File: config.mk
export PLATFORM = sky130hd
export DESIGN_NAME = fan_acoustic_control_config
export DESIGN_NICKNAME = d
export VERILOG_FILES = /design/src/rtl/fan_pkg.sv /design/src/rtl/ramp_if.sv /design/src/rtl/fan_channel.sv /design/src/rtl/fan_acoustic_control_config.sv
export SDC_FILE = /design/constraint.sdc
export NUM_CORES = 1
export LEC_CHECK = 0
export ABC_AREA = 1
export BUFFER_PORTS_ARGS = -buffer_cell sky130_fd_sc_hd__buf_2
export CAP_MARGIN = 0
export CORE_ASPECT_RATIO = 0.6
export CORE_UTILIZATION = 60
export DETAILED_ROUTE_END_ITERATION = 16
export GPL_ROUTABILITY_DRIVEN = 0
export PLACE_DENSITY_LB_ADDON = 0.1
export SLEW_MARGIN = 20
export SYNTH_ARGS = -nofsm -noshare
export SYNTH_HDL_FRONTEND = slang
export SYNTH_HIERARCHICAL = 1
export SYNTH_SLANG_ARGS = --single-unit
export TNS_END_PERCENT = 20
File: constraint.sdc
create_clock -name core_clk -period 3.45 [get_ports core_clk]
set_clock_uncertainty 0.15 [all_clocks]
set_input_delay 0 -clock core_clk [delete_from_list [all_inputs] [get_ports core_clk]]
set_output_delay 0 -clock core_clk [all_outputs]
set_load 0.02 [all_outputs]
File: src/rtl/fan_pkg.sv
// constants, register map and rate table of the fan acoustic configuration block
package fan_pkg;
	localparam int unsigned CLK_HZ         = 125_000_000;
	localparam int unsigned DUTY_FULL      = 255;
	// full-scale ramp time at rate code 000, in tenths of a second
	localparam int unsigned RAMP_FAST_DSEC = 375;
	localparam int unsigned RAMP_SLOW_DSEC = 522;
	localparam int unsigned SLOT_FAST_CYC  = int'((64'(RAMP_FAST_DSEC) * 64'(CLK_HZ))
		/ (64'(10) * 64'(DUTY_FULL)));
	localparam int unsigned SLOT_SLOW_CYC  = int'((64'(RAMP_SLOW_DSEC) * 64'(CLK_HZ))
		/ (64'(10) * 64'(DUTY_FULL)));
	localparam logic [7:0]  PWM_LAST       = 8'hFE;

	// register indices; byte address is four times the index
	localparam logic [7:0]  IDX_CFG6       = 8'h10;
	localparam logic [7:0]  IDX_CFG1       = 8'h40;
	localparam logic [7:0]  IDX_FAN_CFG    = 8'h62;
	localparam logic [7:0]  IDX_ACOU2      = 8'h63;
	localparam logic [7:0]  IDX_DUTY_STAT  = 8'h70;

	localparam int unsigned CFG6_SLOW_BIT  = 7;
	localparam int unsigned CFG1_LOCK_BIT  = 1;
	localparam int unsigned FC_SMOOTH_BIT  = 3;
	localparam int unsigned FC_SYNC_BIT    = 4;
	localparam int unsigned FC_MINSEL_LSB  = 5;
	localparam int unsigned ACOU_RATE_LSB  = 0;

	localparam logic [7:0]  CFG6_RST       = 8'h00;
	localparam logic [7:0]  CFG1_RST       = 8'h00;
	localparam logic [7:0]  FAN_CFG_RST    = 8'h00;
	localparam logic [7:0]  ACOU2_RST      = 8'h00;

	localparam logic [1:0]  SRC_LOCAL      = 2'h0;
	localparam logic [1:0]  SRC_REMOTE1    = 2'h1;
	localparam logic [1:0]  RESP_OKAY      = 2'h0;
	localparam logic [1:0]  RESP_SLVERR    = 2'h2;

	// duty increase per time slot for each rate code
	function automatic logic [7:0] rate_step(input logic [2:0] code);
		case (code)
			3'h0:    rate_step = 8'h01;
			3'h1:    rate_step = 8'h02;
			3'h2:    rate_step = 8'h03;
			3'h3:    rate_step = 8'h04;
			3'h4:    rate_step = 8'h08;
			3'h5:    rate_step = 8'h0C;
			3'h6:    rate_step = 8'h18;
			default: rate_step = 8'h30;
		endcase
	endfunction : rate_step
endpackage : fan_pkg

File: src/rtl/ramp_if.sv
// control and result signals between the config block and one fan channel
`timescale 1ns/100ps
interface ramp_if;
	logic       slot_tick;
	logic [7:0] step;
	logic       ramp_en;
	logic [7:0] target;
	logic       auto_mode;
	logic       below;
	logic [7:0] min_duty;
	logic       min_sel;
	logic [7:0] ramp;
	logic [7:0] duty;
	logic       pwm;
	modport ctrl (output slot_tick, step, ramp_en, target, auto_mode, below, min_duty, min_sel,
		input ramp, duty, pwm);
	modport chan (input slot_tick, step, ramp_en, target, auto_mode, below, min_duty, min_sel,
		output ramp, duty, pwm);
endinterface : ramp_if

File: src/rtl/fan_channel.sv
// one fan output: duty ramp, below-threshold floor and pwm waveform
`timescale 1ns/100ps
module fan_channel
	import fan_pkg::*;
(
	input  wire logic core_clk,
	input  wire logic reset,
	input  wire logic clk_en,
	ramp_if.chan      ch
);
	logic [7:0] ramp_ff;
	logic [7:0] nxt_ramp;
	logic [7:0] duty_ff;
	logic [7:0] nxt_duty;
	logic [7:0] pcnt_ff;
	logic [7:0] nxt_pcnt;
	logic       pwm_ff;
	logic       nxt_pwm;

	always_comb begin
		nxt_ramp = ramp_ff;
		if (!ch.ramp_en) begin
			nxt_ramp = ch.target;
		end else if (ch.slot_tick) begin
			// step toward target, never overshoot
			if (ch.target > ramp_ff) begin
				nxt_ramp = (8'(ch.target - ramp_ff) > ch.step) ? 8'(ramp_ff + ch.step) : ch.target;
			end else if (ch.target < ramp_ff) begin
				nxt_ramp = (8'(ramp_ff - ch.target) > ch.step) ? 8'(ramp_ff - ch.step) : ch.target;
			end
		end
		if (ch.auto_mode && ch.below) begin
			nxt_duty = ch.min_sel ? ch.min_duty : 8'h00;
		end else begin
			nxt_duty = ramp_ff;
		end
		nxt_pcnt = (pcnt_ff == PWM_LAST) ? 8'h00 : 8'(pcnt_ff + 8'h01);
		nxt_pwm  = (pcnt_ff < duty_ff);
	end

	always_ff @(posedge core_clk) begin
		if (reset) begin
			ramp_ff <= 8'h00;
			duty_ff <= 8'h00;
			pcnt_ff <= 8'h00;
			pwm_ff  <= 1'b0;
		end else if (clk_en) begin
			ramp_ff <= nxt_ramp;
			duty_ff <= nxt_duty;
			pcnt_ff <= nxt_pcnt;
			pwm_ff  <= nxt_pwm;
		end
	end

	assign ch.ramp = ramp_ff;
	assign ch.duty = duty_ff;
	assign ch.pwm  = pwm_ff;
endmodule : fan_channel

File: src/rtl/fan_acoustic_control_config.sv
// fan acoustic configuration block: axi4-lite registers, slot timer and three fan channels
// Function
// - remote-one smoothing bit set: fan changes from remote one are ramped
// - sync bit 1 ties speed inputs b, c, d to fan c; 0 only c, d
// - auto mode below threshold: fan a drives 0% or its minimum per select bit
// - auto mode below threshold: fan b drives 0% or its minimum per select bit
// - auto mode below threshold: fan c drives 0% or its minimum per select bit
// - lock bit set: cfg1, fan config and acoustic two ignore all later writes; cfg6 still takes them
// - acoustic register two resets to zero
// - local rate field bounds how fast duty changes for local temperature
// - duty ramps toward a new value instead of jumping for local source and for remote one with smoothing on
// - slow bit 0: code 000 steps one per slot, full ramp 37.5 s
// - slow bit 1: code 000 full ramp 52.2 s; code 111 steps 48
//
// Design decision made here: register access over AXI4-Lite.
`timescale 1ns/100ps
module fan_acoustic_control_config
	import fan_pkg::*;
#(
	parameter int unsigned ADDR_W    = 12,
	parameter int unsigned FAST_CYC  = SLOT_FAST_CYC,
	parameter int unsigned SLOW_CYC  = SLOT_SLOW_CYC
) (
	input  wire logic              core_clk,
	input  wire logic              reset,
	input  wire logic              clk_en,
	input  wire logic [ADDR_W-1:0] s_axi_awaddr,
	input  wire logic              s_axi_awvalid,
	output logic                   s_axi_awready,
	input  wire logic [31:0]       s_axi_wdata,
	input  wire logic [3:0]        s_axi_wstrb,
	input  wire logic              s_axi_wvalid,
	output logic                   s_axi_wready,
	output logic [1:0]             s_axi_bresp,
	output logic                   s_axi_bvalid,
	input  wire logic              s_axi_bready,
	input  wire logic [ADDR_W-1:0] s_axi_araddr,
	input  wire logic              s_axi_arvalid,
	output logic                   s_axi_arready,
	output logic [31:0]            s_axi_rdata,
	output logic [1:0]             s_axi_rresp,
	output logic                   s_axi_rvalid,
	input  wire logic              s_axi_rready,
	input  wire logic [2:0]        auto_mode,
	input  wire logic [2:0]        below_threshold,
	input  wire logic [2:0][7:0]   target_duty,
	input  wire logic [2:0][7:0]   min_duty,
	input  wire logic [2:0][1:0]   control_source,
	output logic                   fan_drive_a,
	output logic                   fan_drive_b,
	output logic                   fan_drive_c,
	output logic [3:0]             speed_sync_enable
);
	logic [ADDR_W-1:0] awaddr_ff;
	logic [ADDR_W-1:0] nxt_awaddr;
	logic              aw_got_ff;
	logic              nxt_aw_got;
	logic [7:0]        wdata_ff;
	logic [7:0]        nxt_wdata;
	logic              wstrb0_ff;
	logic              nxt_wstrb0;
	logic              w_got_ff;
	logic              nxt_w_got;
	logic              bvalid_ff;
	logic              nxt_bvalid;
	logic [1:0]        bresp_ff;
	logic [1:0]        nxt_bresp;
	logic              rvalid_ff;
	logic              nxt_rvalid;
	logic [31:0]       rdata_ff;
	logic [31:0]       nxt_rdata;
	logic [1:0]        rresp_ff;
	logic [1:0]        nxt_rresp;
	logic [7:0]        cfg6_ff;
	logic [7:0]        nxt_cfg6;
	logic [7:0]        cfg1_ff;
	logic [7:0]        nxt_cfg1;
	logic [7:0]        fan_cfg_ff;
	logic [7:0]        nxt_fan_cfg;
	logic [7:0]        acou2_ff;
	logic [7:0]        nxt_acou2;
	logic [3:0]        sync_ff;
	logic [3:0]        nxt_sync;
	logic [31:0]       slot_cnt_ff;
	logic [31:0]       nxt_slot_cnt;
	logic              do_write;
	logic              wr_ok;
	logic              locked;
	logic [7:0]        wr_idx;
	logic [7:0]        rd_idx;
	logic              slow_mode;
	logic              slot_tick;
	logic [31:0]       slot_last;
	logic [7:0]        step_w;
	logic [2:0][7:0]   duty_w;
	logic [2:0][7:0]   ramp_w;
	logic [2:0]        pwm_w;

	// aligned word inside the decoded window and one of the mapped indices
	function automatic logic reg_hit(input logic [ADDR_W-1:0] a);
		logic [7:0] idx;
		idx     = a[9:2];
		reg_hit = (a[1:0] == 2'h0) && (a[ADDR_W-1:10] == '0)
			&& (idx == IDX_CFG6 || idx == IDX_CFG1 || idx == IDX_FAN_CFG
			|| idx == IDX_ACOU2 || idx == IDX_DUTY_STAT);
	endfunction : reg_hit

	assign s_axi_awready = clk_en && !aw_got_ff && !bvalid_ff;
	assign s_axi_wready  = clk_en && !w_got_ff && !bvalid_ff;
	assign s_axi_arready = clk_en && !rvalid_ff;
	assign s_axi_bvalid  = bvalid_ff;
	assign s_axi_bresp   = bresp_ff;
	assign s_axi_rvalid  = rvalid_ff;
	assign s_axi_rdata   = rdata_ff;
	assign s_axi_rresp   = rresp_ff;
	assign do_write      = aw_got_ff && w_got_ff && !bvalid_ff;
	assign wr_idx        = awaddr_ff[9:2];
	assign rd_idx        = s_axi_araddr[9:2];
	assign wr_ok         = do_write && wstrb0_ff && reg_hit(awaddr_ff);
	assign locked        = cfg1_ff[CFG1_LOCK_BIT];

	always_comb begin
		nxt_awaddr = awaddr_ff;
		nxt_aw_got = aw_got_ff;
		nxt_wdata  = wdata_ff;
		nxt_wstrb0 = wstrb0_ff;
		nxt_w_got  = w_got_ff;
		nxt_bvalid = bvalid_ff;
		nxt_bresp  = bresp_ff;
		if (s_axi_awvalid && s_axi_awready) begin
			nxt_aw_got = 1'b1;
			nxt_awaddr = s_axi_awaddr;
		end
		if (s_axi_wvalid && s_axi_wready) begin
			nxt_w_got  = 1'b1;
			nxt_wdata  = s_axi_wdata[7:0];
			nxt_wstrb0 = s_axi_wstrb[0];
		end
		if (do_write) begin
			nxt_aw_got = 1'b0;
			nxt_w_got  = 1'b0;
			nxt_bvalid = 1'b1;
			nxt_bresp  = reg_hit(awaddr_ff) ? RESP_OKAY : RESP_SLVERR;
		end else if (bvalid_ff && s_axi_bready) begin
			nxt_bvalid = 1'b0;
		end
	end

	always_comb begin
		nxt_rvalid = rvalid_ff;
		nxt_rdata  = rdata_ff;
		nxt_rresp  = rresp_ff;
		if (s_axi_arvalid && s_axi_arready) begin
			nxt_rvalid = 1'b1;
			nxt_rresp  = reg_hit(s_axi_araddr) ? RESP_OKAY : RESP_SLVERR;
			case (rd_idx)
				IDX_CFG6:      nxt_rdata = {24'h000000, cfg6_ff};
				IDX_CFG1:      nxt_rdata = {24'h000000, cfg1_ff};
				IDX_FAN_CFG:   nxt_rdata = {24'h000000, fan_cfg_ff};
				IDX_ACOU2:     nxt_rdata = {24'h000000, acou2_ff};
				IDX_DUTY_STAT: nxt_rdata = {8'h00, duty_w[2], duty_w[1], duty_w[0]};
				default:       nxt_rdata = 32'h00000000;
			endcase
			if (!reg_hit(s_axi_araddr)) begin
				nxt_rdata = 32'h00000000;
			end
		end else if (rvalid_ff && s_axi_rready) begin
			nxt_rvalid = 1'b0;
		end
	end

	always_comb begin
		nxt_cfg6    = cfg6_ff;
		nxt_cfg1    = cfg1_ff;
		nxt_fan_cfg = fan_cfg_ff;
		nxt_acou2   = acou2_ff;
		if (wr_ok && wr_idx == IDX_CFG6) begin
			nxt_cfg6 = wdata_ff;
		end
		if (wr_ok && !locked) begin
			case (wr_idx)
				IDX_CFG1:    nxt_cfg1    = wdata_ff;
				IDX_FAN_CFG: nxt_fan_cfg = wdata_ff;
				IDX_ACOU2:   nxt_acou2   = wdata_ff;
				default:     nxt_cfg1    = cfg1_ff;
			endcase
		end
		// speed inputs c and d always follow fan c; b only with sync set
		nxt_sync = {2'b11, fan_cfg_ff[FC_SYNC_BIT], 1'b0};
	end

	assign slow_mode = cfg6_ff[CFG6_SLOW_BIT];
	assign slot_last = slow_mode ? 32'(SLOW_CYC - 1) : 32'(FAST_CYC - 1);
	assign slot_tick = (slot_cnt_ff >= slot_last);
	assign step_w    = rate_step(acou2_ff[ACOU_RATE_LSB +: 3]);

	always_comb begin
		nxt_slot_cnt = slot_tick ? 32'h00000000 : 32'(slot_cnt_ff + 32'h00000001);
	end

	always_ff @(posedge core_clk) begin
		if (reset) begin
			awaddr_ff   <= '0;
			aw_got_ff   <= 1'b0;
			wdata_ff    <= 8'h00;
			wstrb0_ff   <= 1'b0;
			w_got_ff    <= 1'b0;
			bvalid_ff   <= 1'b0;
			bresp_ff    <= RESP_OKAY;
			rvalid_ff   <= 1'b0;
			rdata_ff    <= 32'h00000000;
			rresp_ff    <= RESP_OKAY;
			cfg6_ff     <= CFG6_RST;
			cfg1_ff     <= CFG1_RST;
			fan_cfg_ff  <= FAN_CFG_RST;
			acou2_ff    <= ACOU2_RST;
			sync_ff     <= 4'h0;
			slot_cnt_ff <= 32'h00000000;
		end else if (clk_en) begin
			awaddr_ff   <= nxt_awaddr;
			aw_got_ff   <= nxt_aw_got;
			wdata_ff    <= nxt_wdata;
			wstrb0_ff   <= nxt_wstrb0;
			w_got_ff    <= nxt_w_got;
			bvalid_ff   <= nxt_bvalid;
			bresp_ff    <= nxt_bresp;
			rvalid_ff   <= nxt_rvalid;
			rdata_ff    <= nxt_rdata;
			rresp_ff    <= nxt_rresp;
			cfg6_ff     <= nxt_cfg6;
			cfg1_ff     <= nxt_cfg1;
			fan_cfg_ff  <= nxt_fan_cfg;
			acou2_ff    <= nxt_acou2;
			sync_ff     <= nxt_sync;
			slot_cnt_ff <= nxt_slot_cnt;
		end
	end

	assign speed_sync_enable = sync_ff;

	genvar gi;
	generate
		for (gi = 0; gi < 3; gi++) begin : g_fan
			ramp_if ch ();
			assign ch.slot_tick = slot_tick;
			assign ch.step      = step_w;
			// local always ramps; remote one only with smoothing on
			assign ch.ramp_en   = (control_source[gi] == SRC_LOCAL)
				|| (control_source[gi] == SRC_REMOTE1 && fan_cfg_ff[FC_SMOOTH_BIT]);
			assign ch.target    = target_duty[gi];
			assign ch.auto_mode = auto_mode[gi];
			assign ch.below     = below_threshold[gi];
			assign ch.min_duty  = min_duty[gi];
			assign ch.min_sel   = fan_cfg_ff[FC_MINSEL_LSB + gi];
			assign duty_w[gi]   = ch.duty;
			assign ramp_w[gi]   = ch.ramp;
			assign pwm_w[gi]    = ch.pwm;

			fan_channel u_chan (
				.core_clk (core_clk),
				.reset    (reset),
				.clk_en   (clk_en),
				.ch       (ch.chan)
			);

		end
	endgenerate

	assign fan_drive_a = pwm_w[0];
	assign fan_drive_b = pwm_w[1];
	assign fan_drive_c = pwm_w[2];
endmodule : fan_acoustic_control_config

# == Word level (Yosys, flattened, before mapping) ==
# Index checks and enable logic that the tools add are counted.
# classes
n_addsub,16
n_lt_le_gt_ge,16
eq_ne,28
mux,42
n_reduce_logical,69
# ops
cell,n
$mux W8,27
$pmux W24 S5,1
$eq A8 B7 Y1 const B,8
$mux W32,2
$gt A8 B6 Y1,6
$lt A8 B8 Y1,6
$sub A8 B8 Y8,6
$pmux W6 S7,1
$add A32 B1 Y32 const B,1
$ge A32 B25 Y1,1
$logic_and A1 B1 Y1,26
$add A8 B1 Y8 const B,3
$add A8 B6 Y8,3
$eq A8 B8 Y1 const B,3
$gt A8 B8 Y1,3
$mux W24,1
$sub A8 B6 Y8,3
$reduce_and A2 Y1,9
$reduce_and A3 Y1,6
$eq A8 B5 Y1 const B,2
$logic_not A2 Y1,7
$logic_or A1 B1 Y1,11
$eq A3 B3 Y1 const B,3
$ne A3 B3 Y1 const B,3
9 further kinds,29
# word_totals
regBits,202
input_bits,128
output_inout_bits,48
wordCells,199

# == Depth between registers and ports, before layout ==
# Gate-level depths: netlist of the first run.
# depth
depth_word,9
ltp_mapped,22
ltp_nobuf,21

# == Hierarchy ==
# Netlist of the first run, hierarchy kept.
# by_module_without_submodules
module,n_inst,cells_per_inst,area_each_um2,seq_area_each_um2
fan_acoustic_control_config,1,805,5684.2,2342.2
fan_channel (g_fan[1].u_chan),1,516,3378.2,500.5
fan_channel (g_fan[2].u_chan),1,518,3352.0,500.5
fan_channel (g_fan[0].u_chan),1,517,3308.2,500.5

# == Worst setup path before layout of the first run ==
# No wires, ideal clock.
# synth_timing
kind,reg-to-reg
startpoint,register g_fan[1].u_chan.ramp_ff[0]
endpoint,register g_fan[1].u_chan.ramp_ff[5]
setup_time_ns,0.066
arrival_ns,2.766
required_time_ns,3.234
setup_slack_ns,0.468
stages_incl_launch_ff,21
path_buffers,0
synth_period_minus_slack_ns,2.982
cell_sequence,dfxtp_1 -> inv_1 -> ha_1 -> inv_1 -> fa_1 -> nand2_1 -> nand2_1 -> a21oi_1 -> nor2_1 -> nor2_1 -> xor2_1 -> inv_1 -> ha_1 -> nand2_1 -> nor2_1 -> nand4_1 -> nand2_1 -> nand2_1 -> nand3_1 -> nand3_1 -> a21oi_2
# synth_via
elab_chain_cells,7
elab_cells_between_ends,16
cone_classes,add/sub: 4; order compare: 4; eq/ne: 1; mux: 6; reduce/logical: 1
# synth_rtl
element,line_no,text
"start, declared",fan_channel.sv:11,logic [7:0] ramp_ff;
"start signal, assigned",fan_channel.sv:48,ramp_ff <= nxt_ramp;
$sub A8 B8 Y8,fan_channel.sv:29,nxt_ramp = (8'(ramp_ff - ch.target) > ch.step) ? 8'(ramp_ff - ch.step) : ch.target;
$gt A8 B6 Y1,fan_channel.sv:29,
$mux W8,fan_channel.sv:29,
$mux W8,fan_channel.sv:28,end else if (ch.target < ramp_ff) begin
$mux W8,fan_channel.sv:26,if (ch.target > ramp_ff) begin
$mux W8,fan_channel.sv:24,end else if (ch.slot_tick) begin
$mux W8,fan_channel.sv:22,if (!ch.ramp_en) begin
# Several ways; a longest one is shown, not always the timed one. The select of a mux whose other input is x is not followed.
# A chain may end at the register's enable or synchronous reset.

# == Worst setup path in the final report of the first run ==
# layout_timing
startpoint,register g_fan[2].u_chan.ramp_ff[1]
endpoint,register g_fan[2].u_chan.ramp_ff[6]
# layout_via
elab_chain_cells,7
elab_cells_between_ends,16
cone_classes,add/sub: 4; order compare: 4; eq/ne: 1; mux: 6; reduce/logical: 1
# layout_rtl
element,line_no
"start, declared",fan_channel.sv:11
"start signal, assigned",fan_channel.sv:48
$sub A8 B8 Y8,fan_channel.sv:29
$gt A8 B6 Y1,fan_channel.sv:29
$mux W8,fan_channel.sv:29
$mux W8,fan_channel.sv:28
$mux W8,fan_channel.sv:26
$mux W8,fan_channel.sv:24
$mux W8,fan_channel.sv:22
# Several ways; a longest one is shown, not always the timed one. The select of a mux whose other input is x is not followed.

==> results of run 1 <==
[power breakdown]
part           leakage (nW)  switching (mW)  internal, mW
Sequential             1.57          0.0743          2.30
Clock                 0.323           0.984          1.27
Combinational          7.10            1.61         0.970
Total                  8.99            2.67          4.54
[cell families (layout without fill, tap and decap cells)]
group | count (synthesis) | after routing | share of synthesized area
AOI/OAI and AO/OA | 310 | 310 | 0.119
xor gates and xnor gates | 74 | 74 | 0.0412
adders and majority gates | 181 | 181 | 0.150
buffers and inverters | 413 | 654 | 0.109
DFF | 192 | 192 | 0.244
other | 1 | 23 | 0.000239
and+or+nand+nor | 1185 | 1185 | 0.336
[final cells by class]
type | count | area (um^2) | area share
Timing Repair Buffer | 282 | 1990 | 0.107
Inverter | 340 | 1280 | 0.0691
Clock inverter | 13 | 216 | 0.0117
Sequential cell | 192 | 3850 | 0.208
Multi-Input combinational cell | 1773 | 10300 | 0.556
Tap cell | 352 | 440 | 0.0238
Clock buffer | 19 | 443 | 0.0239
[per-layer routing]
| metal | vias up | global-route usage | wire (um) |
|---|---|---|---|
| met5 | - | 0 | 0 |
| met4 | 0 | 0.0848 | 971 |
| met3 | 93 | 0.0907 | 5270 |
| met2 | 818 | 0.531 | 19900 |
| met1 | 7525 | 0.519 | 22300 |
| li1 | 8085 | - | - |
[cell usage after synthesis (7+ instances only)]
master                     count
sky130_fd_sc_hd__nor2_1      246
sky130_fd_sc_hd__nor2_4        9
sky130_fd_sc_hd__a21oi_2      26
sky130_fd_sc_hd__nand2_2      18
sky130_fd_sc_hd__xor2_1       63
sky130_fd_sc_hd__a31oi_1       8
sky130_fd_sc_hd__xnor2_1      11
sky130_fd_sc_hd__nor2_2       28
sky130_fd_sc_hd__ha_1        169
sky130_fd_sc_hd__a21oi_1     160
sky130_fd_sc_hd__inv_1       315
sky130_fd_sc_hd__clkbuf_1     26
sky130_fd_sc_hd__nand3_1     216
sky130_fd_sc_hd__nand2_1     570
sky130_fd_sc_hd__dfxtp_1     192
sky130_fd_sc_hd__buf_4        20
sky130_fd_sc_hd__inv_2        18
sky130_fd_sc_hd__buf_2        14
sky130_fd_sc_hd__nand4_1      46
sky130_fd_sc_hd__fa_1         12
sky130_fd_sc_hd__o21ai_1       9
sky130_fd_sc_hd__nand3b_1      7
sky130_fd_sc_hd__nor3_1       13
sky130_fd_sc_hd__a221oi_1     25
sky130_fd_sc_hd__o21ai_0      56
[flip-flops by register name, summed over array words and instances (netlist names), 3 cells and up]
register              cells
wdata_ff                  8
cfg6_ff                   8
cfg1_ff                   8
fan_cfg_ff                8
awaddr_ff                12
g_fan.u_chan/ch.duty     24
slot_cnt_ff              32
g_fan.u_chan/ch.pwm       3
g_fan.u_chan/pcnt_ff     24
g_fan.u_chan/ch.ramp     24
s_axi_rdata              24
acou2_ff                  8
[metrics by stage]
| step | utilization | hold WS, ns | cells | power, mW | area [um^2] |
|---|---|---|---|---|---|
| global route | 0.726 | 0.0738 | 2971 | 7.58 | 18500 |
| finish | 0.726 | 0.0416 | 2971 | 7.20 | 18500 |
| floorplan | - | -0.0544 | 2378 | 4.09 | 15800 |
| detailed placement | 0.664 | 0.110 | 2853 | 4.79 | 16900 |
| CTS | 0.724 | 0.000414 | 2971 | 7.10 | 18500 |
| global placement | 0.664 | 0.102 | 2853 | 4.72 | 16900 |
[path summary, 6_finish.rpt]
kind                                   start                    endpoint  slack, ns  cells past startpoint
hold reg to reg              slot_cnt_ff[30]             slot_cnt_ff[30]       0.30                      2
setup / recovery  g_fan[2].u_chan/ch.ramp[1]  g_fan[2].u_chan/ch.ramp[6]       0.19                     18
hold / removal               s_axi_araddr[7]              s_axi_rdata[6]       0.04                      6
setup reg to reg  g_fan[2].u_chan/ch.ramp[1]  g_fan[2].u_chan/ch.ramp[6]       0.19                     18
[worst register-to-register path, delay by kind of cell (launching register included)]
family	cells	cell delay, ns
AND/OR/NAND/NOR	9	0.90
AO/OA/AOI/OAI	3	0.59
adder cells (fa/ha/maj)	2	0.58
buffers and inverters	3	0.41
flip-flops	1	0.35
XOR/XNOR	1	0.24
[repair_timing]
action                     in CTS  in global routing
hold endpoints to repair       88                  0
hold buffers                   86                  0
setup endpoints to repair       0                 24
gates resized for setup         0                 26
==> impl_summary.txt, run 1 <==
----------------------------------------------------
[Synthesis]
  Share of Yosys cell area claimed by the top area cell type ... 0.244
  Largest area contributor in the synthesized netlist ... sky130_fd_sc_hd__dfxtp_1
  Cells after synthesis ... 2356
  Prevailing post-synth register cell ... sky130_fd_sc_hd__dfxtp_1
  Average instance area after synthesis ... 6.67 um^2
  Post-synthesis cell area ... 15700 um^2
  Number of flops mapped to enable cells by yosys ... 0
  Number of unique standard cell types used by synthesis ... 54
  Count of state elements after synthesis ... 192
  Async SR Flop Fraction ... 0
  Post-synthesis sequential area ratio ... 0.244
  Yosys synthesis warning count ... 6
  Cell types occupying the most area after synthesis ... sky130_fd_sc_hd__dfxtp_1, sky130_fd_sc_hd__nand2_1, sky130_fd_sc_hd__ha_1, sky130_fd_sc_hd__inv_1, sky130_fd_sc_hd__nand3_1

[Final layout]
  Most common cell after layout, fill and taps aside ... sky130_fd_sc_hd__nand2_1
  Number of inserted diodes ... 0
  Most frequent cells in the layout ... sky130_fd_sc_hd__nand2_1, sky130_fd_sc_hd__inv_1, sky130_fd_sc_hd__nor2_1, sky130_fd_sc_hd__nand3_1, sky130_fd_sc_hd__dfxtp_1
  Fin nets ... 2915
  Layout cell share with drive strength beyond 1 ... 0.144
  Area added between synthesis and finish ... 17.7%
  Final-layout fill cell count ... 2093

[Outcome]
  Run status ... finished, final reports clean

[Placed design]
  Number of input and output port buffers inserted ... 137
  Worst setup slack after placement ... 0.0863 ns
  Placed wire-length estimate after detailed placement ... 36800 um

[Global routing]
  Pin count of the biggest net entering global routing ... 58
  First-pass GRT wire length ... 77000 um
  Via count of the first global-routing pass ... 15100
  Total Routing Usage GR ... 0.359
  Total gr overflow ... 0
  Number of antenna violations at the first check in global routing ... 1

[CTS]
  CTS tree ... yes
  Clock latency on the worst-skew pair ... 0.45 ns
  # Post-CTS Setup Buffers ... 0
  CTS Buffer Depth ... 2
  Clk slew on worst S/H paths ... 0.08 ns
  Total clock buffers created by CTS ... 17
  Clock root buffer ... sky130_fd_sc_hd__clkbuf_16
  Num Clock Sinks ... 192
  Clock H-tree levels ... 4

[Detailed routing]
  Total detailed-routing wirelength ... 48400 um
  Drt first-iter violations ... 1912
  Number of routed nets with antenna violations ... 0
  DRC violation count after routing ... 0
  Mean routed wirelength per cell ... 16.3 um
  Total via count in the routed design ... 16500
  Ratio of routed vias to standard cells ... 5.56
  1st-pass router iterations ... 6

[Power and ir drop]
  Leakage dissipation ... 8.99 nW
  Power per unit of standard cell area ... 389 nW/um^2
  Highest ir drop seen on vdd ... 393 uV

[Critical path]
  Maximum fanout along the worst path ... 4
  Highest cell delay on the worst timing path ... 0.35 ns
  Arrival time of the worst setup path ... 3.50 ns
  Kind of end point of the critical path ... flip-flop
  Crit path buf inv count ... 3
  Worst setup SP type ... flip-flop
  Crit Path Class ... reg -> reg
  Crit path max-delay family ... simple AND/OR/NAND/NOR gates
  Slowest cell on the critical path ... sky130_fd_sc_hd__dfxtp_1
  Required time at the endpoint of the critical path ... 3.69 ns
  Most used cell along the critical path ... sky130_fd_sc_hd__nand2_1
  Ordered cell list for the critical path ... buf_4, ha_1, nand2_1, o21ai_0, buf_4, nand3_1, nand2_1, xor2_1, ha_1, nand2_1, nor2_2, nand4_1, inv_1, a21oi_1, nand2_1, nand3_1, nand3_1, a21oi_2

[Floorplanning]
  Die area ... 26900 um^2
  Site Rows ... 45
  Ports placed on the boundary ... 176
  CORE AREA ... 25500 um^2
  Initial cell density of the core ... 0.616
  Chip height ... 127 um
  Die boundary width ... 211 um

[STA]
  Portion of the clock cycle consumed by the worst path in the final layout ... 0.946
  Max Freq ... 306 MHz
  Unrepaired setup endpoints after global routing ... false
  Final WS setup ... 0.187 ns
  Slew margin rel. ... 0.525
  Setup-failing EPs final ... 0
  Total negative slack for setup checks ... 0 ns
  Final Slew Violations ... 0
  Slew at the pin with the worst max-slew slack ... 0.709 ns
  Number of hold-slack violations in the final timing report ... 0
  Time the worst path needs with I/O delays and setup ... 3.26 ns

[Worst hold path]
  Hold Path Class ... in -> reg

[Run]
  Max-cap check violation count ... 0

----------------------------------------------------
Power figures use the tool's default switching activity.
==> run 2: changes to the inputs <==
Settings changed: CELL_PAD_IN_SITES_DETAIL_PLACEMENT set to 1, CELL_PAD_IN_SITES_GLOBAL_PLACEMENT set to 1, CORE_UTILIZATION 60 to 43.
==> run 2 against run 1 <==
Global-route usage is 3.2 points lower. Worst hold slack worse by 0.0073 ns. Final cell count is 4.2% higher. Clock power hardly changed. Via count is 2.9% higher. Largest power group unchanged. Sequential cell count stayed put. Critical path depth is 3 higher. Setup slack worse by 0.049 ns. Wire length is 26% higher. Cell area is 1.4% higher. Highest routed layer unchanged. Die area is 39% higher.
==> impl_summary.txt, run 2 (synthesis results as in run 1) <==
----------------------------------------------------
[Power and ir drop]
  Power per unit of standard cell area ... 392 nW/um^2 (+0.78%)
  Combinational cell fraction of total power ... 0.375 (+0.017)
  Leakage dissipation ... 9.02 nW (+0.31%)
  Register share of total power ... 0.323 (-0.006)
  Clock Power Share ... 0.302 (-0.011)
  Switching power total ... 3.02 mW (+13%)
  Final Total Pwr ... 7.36 mW (+2.2%)
  Sw Share ... 0.410 (+0.0401)
  Internal cell power ... 4.34 mW (-4.3%)
  Highest ir drop seen on vdd ... 380 uV (-3.4%)

[Floorplanning]
  Initial cell density of the core ... 0.443 (-0.173)
  Die boundary width ... 249 um (+18%)
  Die area ... 37400 um^2 (+39%)
  CORE AREA ... 35500 um^2 (+39%)
  Ports placed on the boundary ... 176 (unchanged)
  Chip height ... 150 um (+18%)
  Site Rows ... 53 (+18%)

[Critical path]
  Maximum fanout along the worst path ... 5 (+1)
  Endpoint of the worst register-to-register path ... g_fan[1].u_chan/ch.ramp[0]
  Reg-to-Reg Start ... g_fan[1].u_chan/ch.ramp[0]
  Slack of the worst reg-to-reg path ... 0.14 ns (-0.05 ns)
  Arrival time of the worst setup path ... 3.52 ns (+0.02 ns)
  Worst setup SP type ... flip-flop
  Crit Path Class ... reg -> reg
  Kind of end point of the critical path ... flip-flop
  Highest cell delay on the worst timing path ... 0.35 ns (about the same)
  Slowest cell on the critical path ... sky130_fd_sc_hd__fa_2
  Required time at the endpoint of the critical path ... 3.66 ns (-0.03 ns)
  R2R depth ... 21 (+3)
  Ordered cell list for the critical path ... inv_1, ha_2, inv_1, fa_2, nand2_1, nand2_1, a21oi_1, nor2_1, nor2_1, xor2_1, inv_1, ha_1, nand2_1, nor2_4, nand4_1, buf_4, buf_4, nand3_1, nand3_1, nand3_1, a21oi_2

[Final layout]
  Largest register by flop count ... slot_cnt_ff
  Count of placed standard cells in the final layout, fillers left out ... 3096 (+4.2%)
  Final cell utilization of the core ... 0.529 (-0.197)
  Fin nets ... 2924 (+0.31%)
  Total area of multi-input combinational cells ... 10300 um^2 (+0.45%)
  Most frequent cells in the layout ... sky130_fd_sc_hd__nand2_1, sky130_fd_sc_hd__inv_1, sky130_fd_sc_hd__nor2_1, sky130_fd_sc_hd__nand3_1, sky130_fd_sc_hd__dfxtp_1
  Flip-flop count of the largest register, all copies and words added ... 32 (unchanged)
  Post-route design area ... 18800 um^2 (+1.4%)
  Area added between synthesis and finish ... 19.4%
  Sequential standard cell area ... 3860 um^2 (+0.16%)
  Layout cell share with drive strength beyond 1 ... 0.151 (+0.00712)
  Most common cell after layout, fill and taps aside ... sky130_fd_sc_hd__nand2_1
  Final-layout fill cell count ... 4702 (+120%)

[CTS]
  Clock latency on the worst-skew pair ... 0.47 ns (+0.02 ns)
  Clock root buffer ... sky130_fd_sc_hd__clkbuf_16
  CTS tree ... yes
  CTS Buffer Depth ... 2 (unchanged)
  Total clock buffers created by CTS ... 17 (unchanged)
  Num Clock Sinks ... 192 (unchanged)
  Clk slew on worst S/H paths ... 0.09 ns (about the same)
  Clock H-tree levels ... 4 (unchanged)

[STA]
  Max Freq ... 302 MHz (-1.5%)
  Final WS setup ... 0.138 ns (-0.0485 ns)
  Portion of the clock cycle consumed by the worst path in the final layout ... 0.960 (+0.0141)
  Number of hold-slack violations in the final timing report ... 0 (unchanged)
  Final Slew Violations ... 0 (unchanged)
  Worst hold slack ... 0.0343 ns (-0.00725 ns)
  Slew margin rel. ... 0.476 (-0.0492)
  Total negative slack for setup checks ... 0 ns (unchanged)
  Slew at the pin with the worst max-slew slack ... 0.780 ns (+0.0712 ns)
  Setup-failing EPs final ... 0 (unchanged)
  Time the worst path needs with I/O delays and setup ... 3.31 ns (+0.0485 ns)

[Run]
  Max-cap check violation count ... 0 (unchanged)

[Global routing]
  Total Routing Usage GR ... 0.327 (-0.0319)
  Pin count of the biggest net entering global routing ... 34 (-41%)
  Total gr overflow ... 0 (unchanged)
  Number of antenna violations at the first check in global routing ... 1 (unchanged)
  First-pass GRT wire length ... 96000 um (+25%)
  Via count of the first global-routing pass ... 17600 (+17%)

[Detailed routing]
  1st-pass router iterations ... 7 (+1)
  Total detailed-routing wirelength ... 61200 um (+26%)
  DRC violation count after routing ... 0 (unchanged)
  Ratio of routed vias to standard cells ... 5.49 (-1.2%)
  Total via count in the routed design ... 17000 (+2.9%)
  Number of routed nets with antenna violations ... 0 (unchanged)
  Mean routed wirelength per cell ... 19.8 um (+21%)
  Drt first-iter violations ... 1300 (-32%)

[Placed design]
  Number of input and output port buffers inserted ... 137 (unchanged)
  Placed wire-length estimate after detailed placement ... 46600 um (+27%)
  Cell Area, Placed ... 17100 um^2 (+1.0%)
  Number of placed instances with taps included ... 2972 (+4.2%)
  Worst setup slack after placement ... 0.00642 ns (-0.0799 ns)

[Outcome]
  Run status ... finished, final reports clean

[Worst hold path]
  Endpoint, Worst Hold ... s_axi_rdata[6]
  Hold Path Class ... in -> reg
  Hold Path Stages ... 8 (+2)
  HP Start ... s_axi_araddr[8]

----------------------------------------------------
[run 2: cell types whose count changed in the layout (fill, tap and decap cells not counted), moves of 3 or more]
cell / change
sky130_fd_sc_hd__buf_4: +7
sky130_fd_sc_hd__clkinv_8: +5
sky130_fd_sc_hd__inv_12: +5
sky130_fd_sc_hd__bufinv_16: -4
sky130_fd_sc_hd__inv_8: -4
sky130_fd_sc_hd__ha_2: +3
sky130_fd_sc_hd__ha_1: -3
[run 2: final cells by class]
type,instances,share of cell area
antenna,1,0.000133
clock buffer,17,0.0227
clock inverter,15,0.0120
inverter,340,0.0681
multi-input combinational,1773,0.551
sequential,192,0.205
tap,467,0.0311
timing repair buffer,291,0.110
[run 2: metal layers]
metal  global-route usage  part of all wire  vias to the layer above
met4               0.0916             0.020                        0
met2                0.510              0.43                      535
li1                     -                 -                     8105
met3               0.0586             0.069                       92
met5                    0                 0                        -
met1                0.461              0.48                     8276
[run 2: timing repair]
item,in CTS,in global routing
endpoints found under the setup margin,5,24
hold endpoints to repair,102,0
pin swaps,0,8
setup buffers,0,3
gates resized for setup,2,42
hold buffers,88,0
[run 2: how the worst max path moves through the flow]
stage,from,end,slack [ns],depth (start not counted)
after global routing,g_fan[1].u_chan/ch.ramp[0],g_fan[1].u_chan/ch.ramp[1],-0.05,21
final,g_fan[1].u_chan/ch.ramp[0],g_fan[1].u_chan/ch.ramp[0],0.14,21
after CTS,g_fan[2].u_chan/ch.ramp[0],g_fan[2].u_chan/ch.ramp[5],0.04,20
after floorplan,g_fan[1].u_chan/ch.ramp[0],g_fan[1].u_chan/ch.ramp[5],0.47,20
after detailed placement,g_fan[1].u_chan/ch.ramp[0],g_fan[1].u_chan/ch.ramp[6],0.006,20
after global placement,g_fan[1].u_chan/ch.ramp[0],g_fan[1].u_chan/ch.ramp[0],0.17,20
[run 2: critical path, delay by kind of cell, from the launching register on]
| kind | cells | cell delay, ns |
|---|---|---|
| xor gates and xnor gates | 1 | 0.15 |
| DFF | 1 | 0.32 |
| and+or+nand+nor | 10 | 0.99 |
| AOI/OAI and AO/OA | 2 | 0.21 |
| adders and majority gates | 3 | 0.84 |
| buffers and inverters | 5 | 0.55 |
[run 2: power by group through the flow]
stage	clock network, mW	logic, mW	registers [mW]
2_1_floorplan	0	1.68	2.41
3_3_place_gp	0	2.41	2.42
3_5_place_dp	0	2.53	2.43
4_1_cts	2.24	2.63	2.37
5_1_grt	2.33	3.05	2.39
6_report	2.22	2.76	2.38
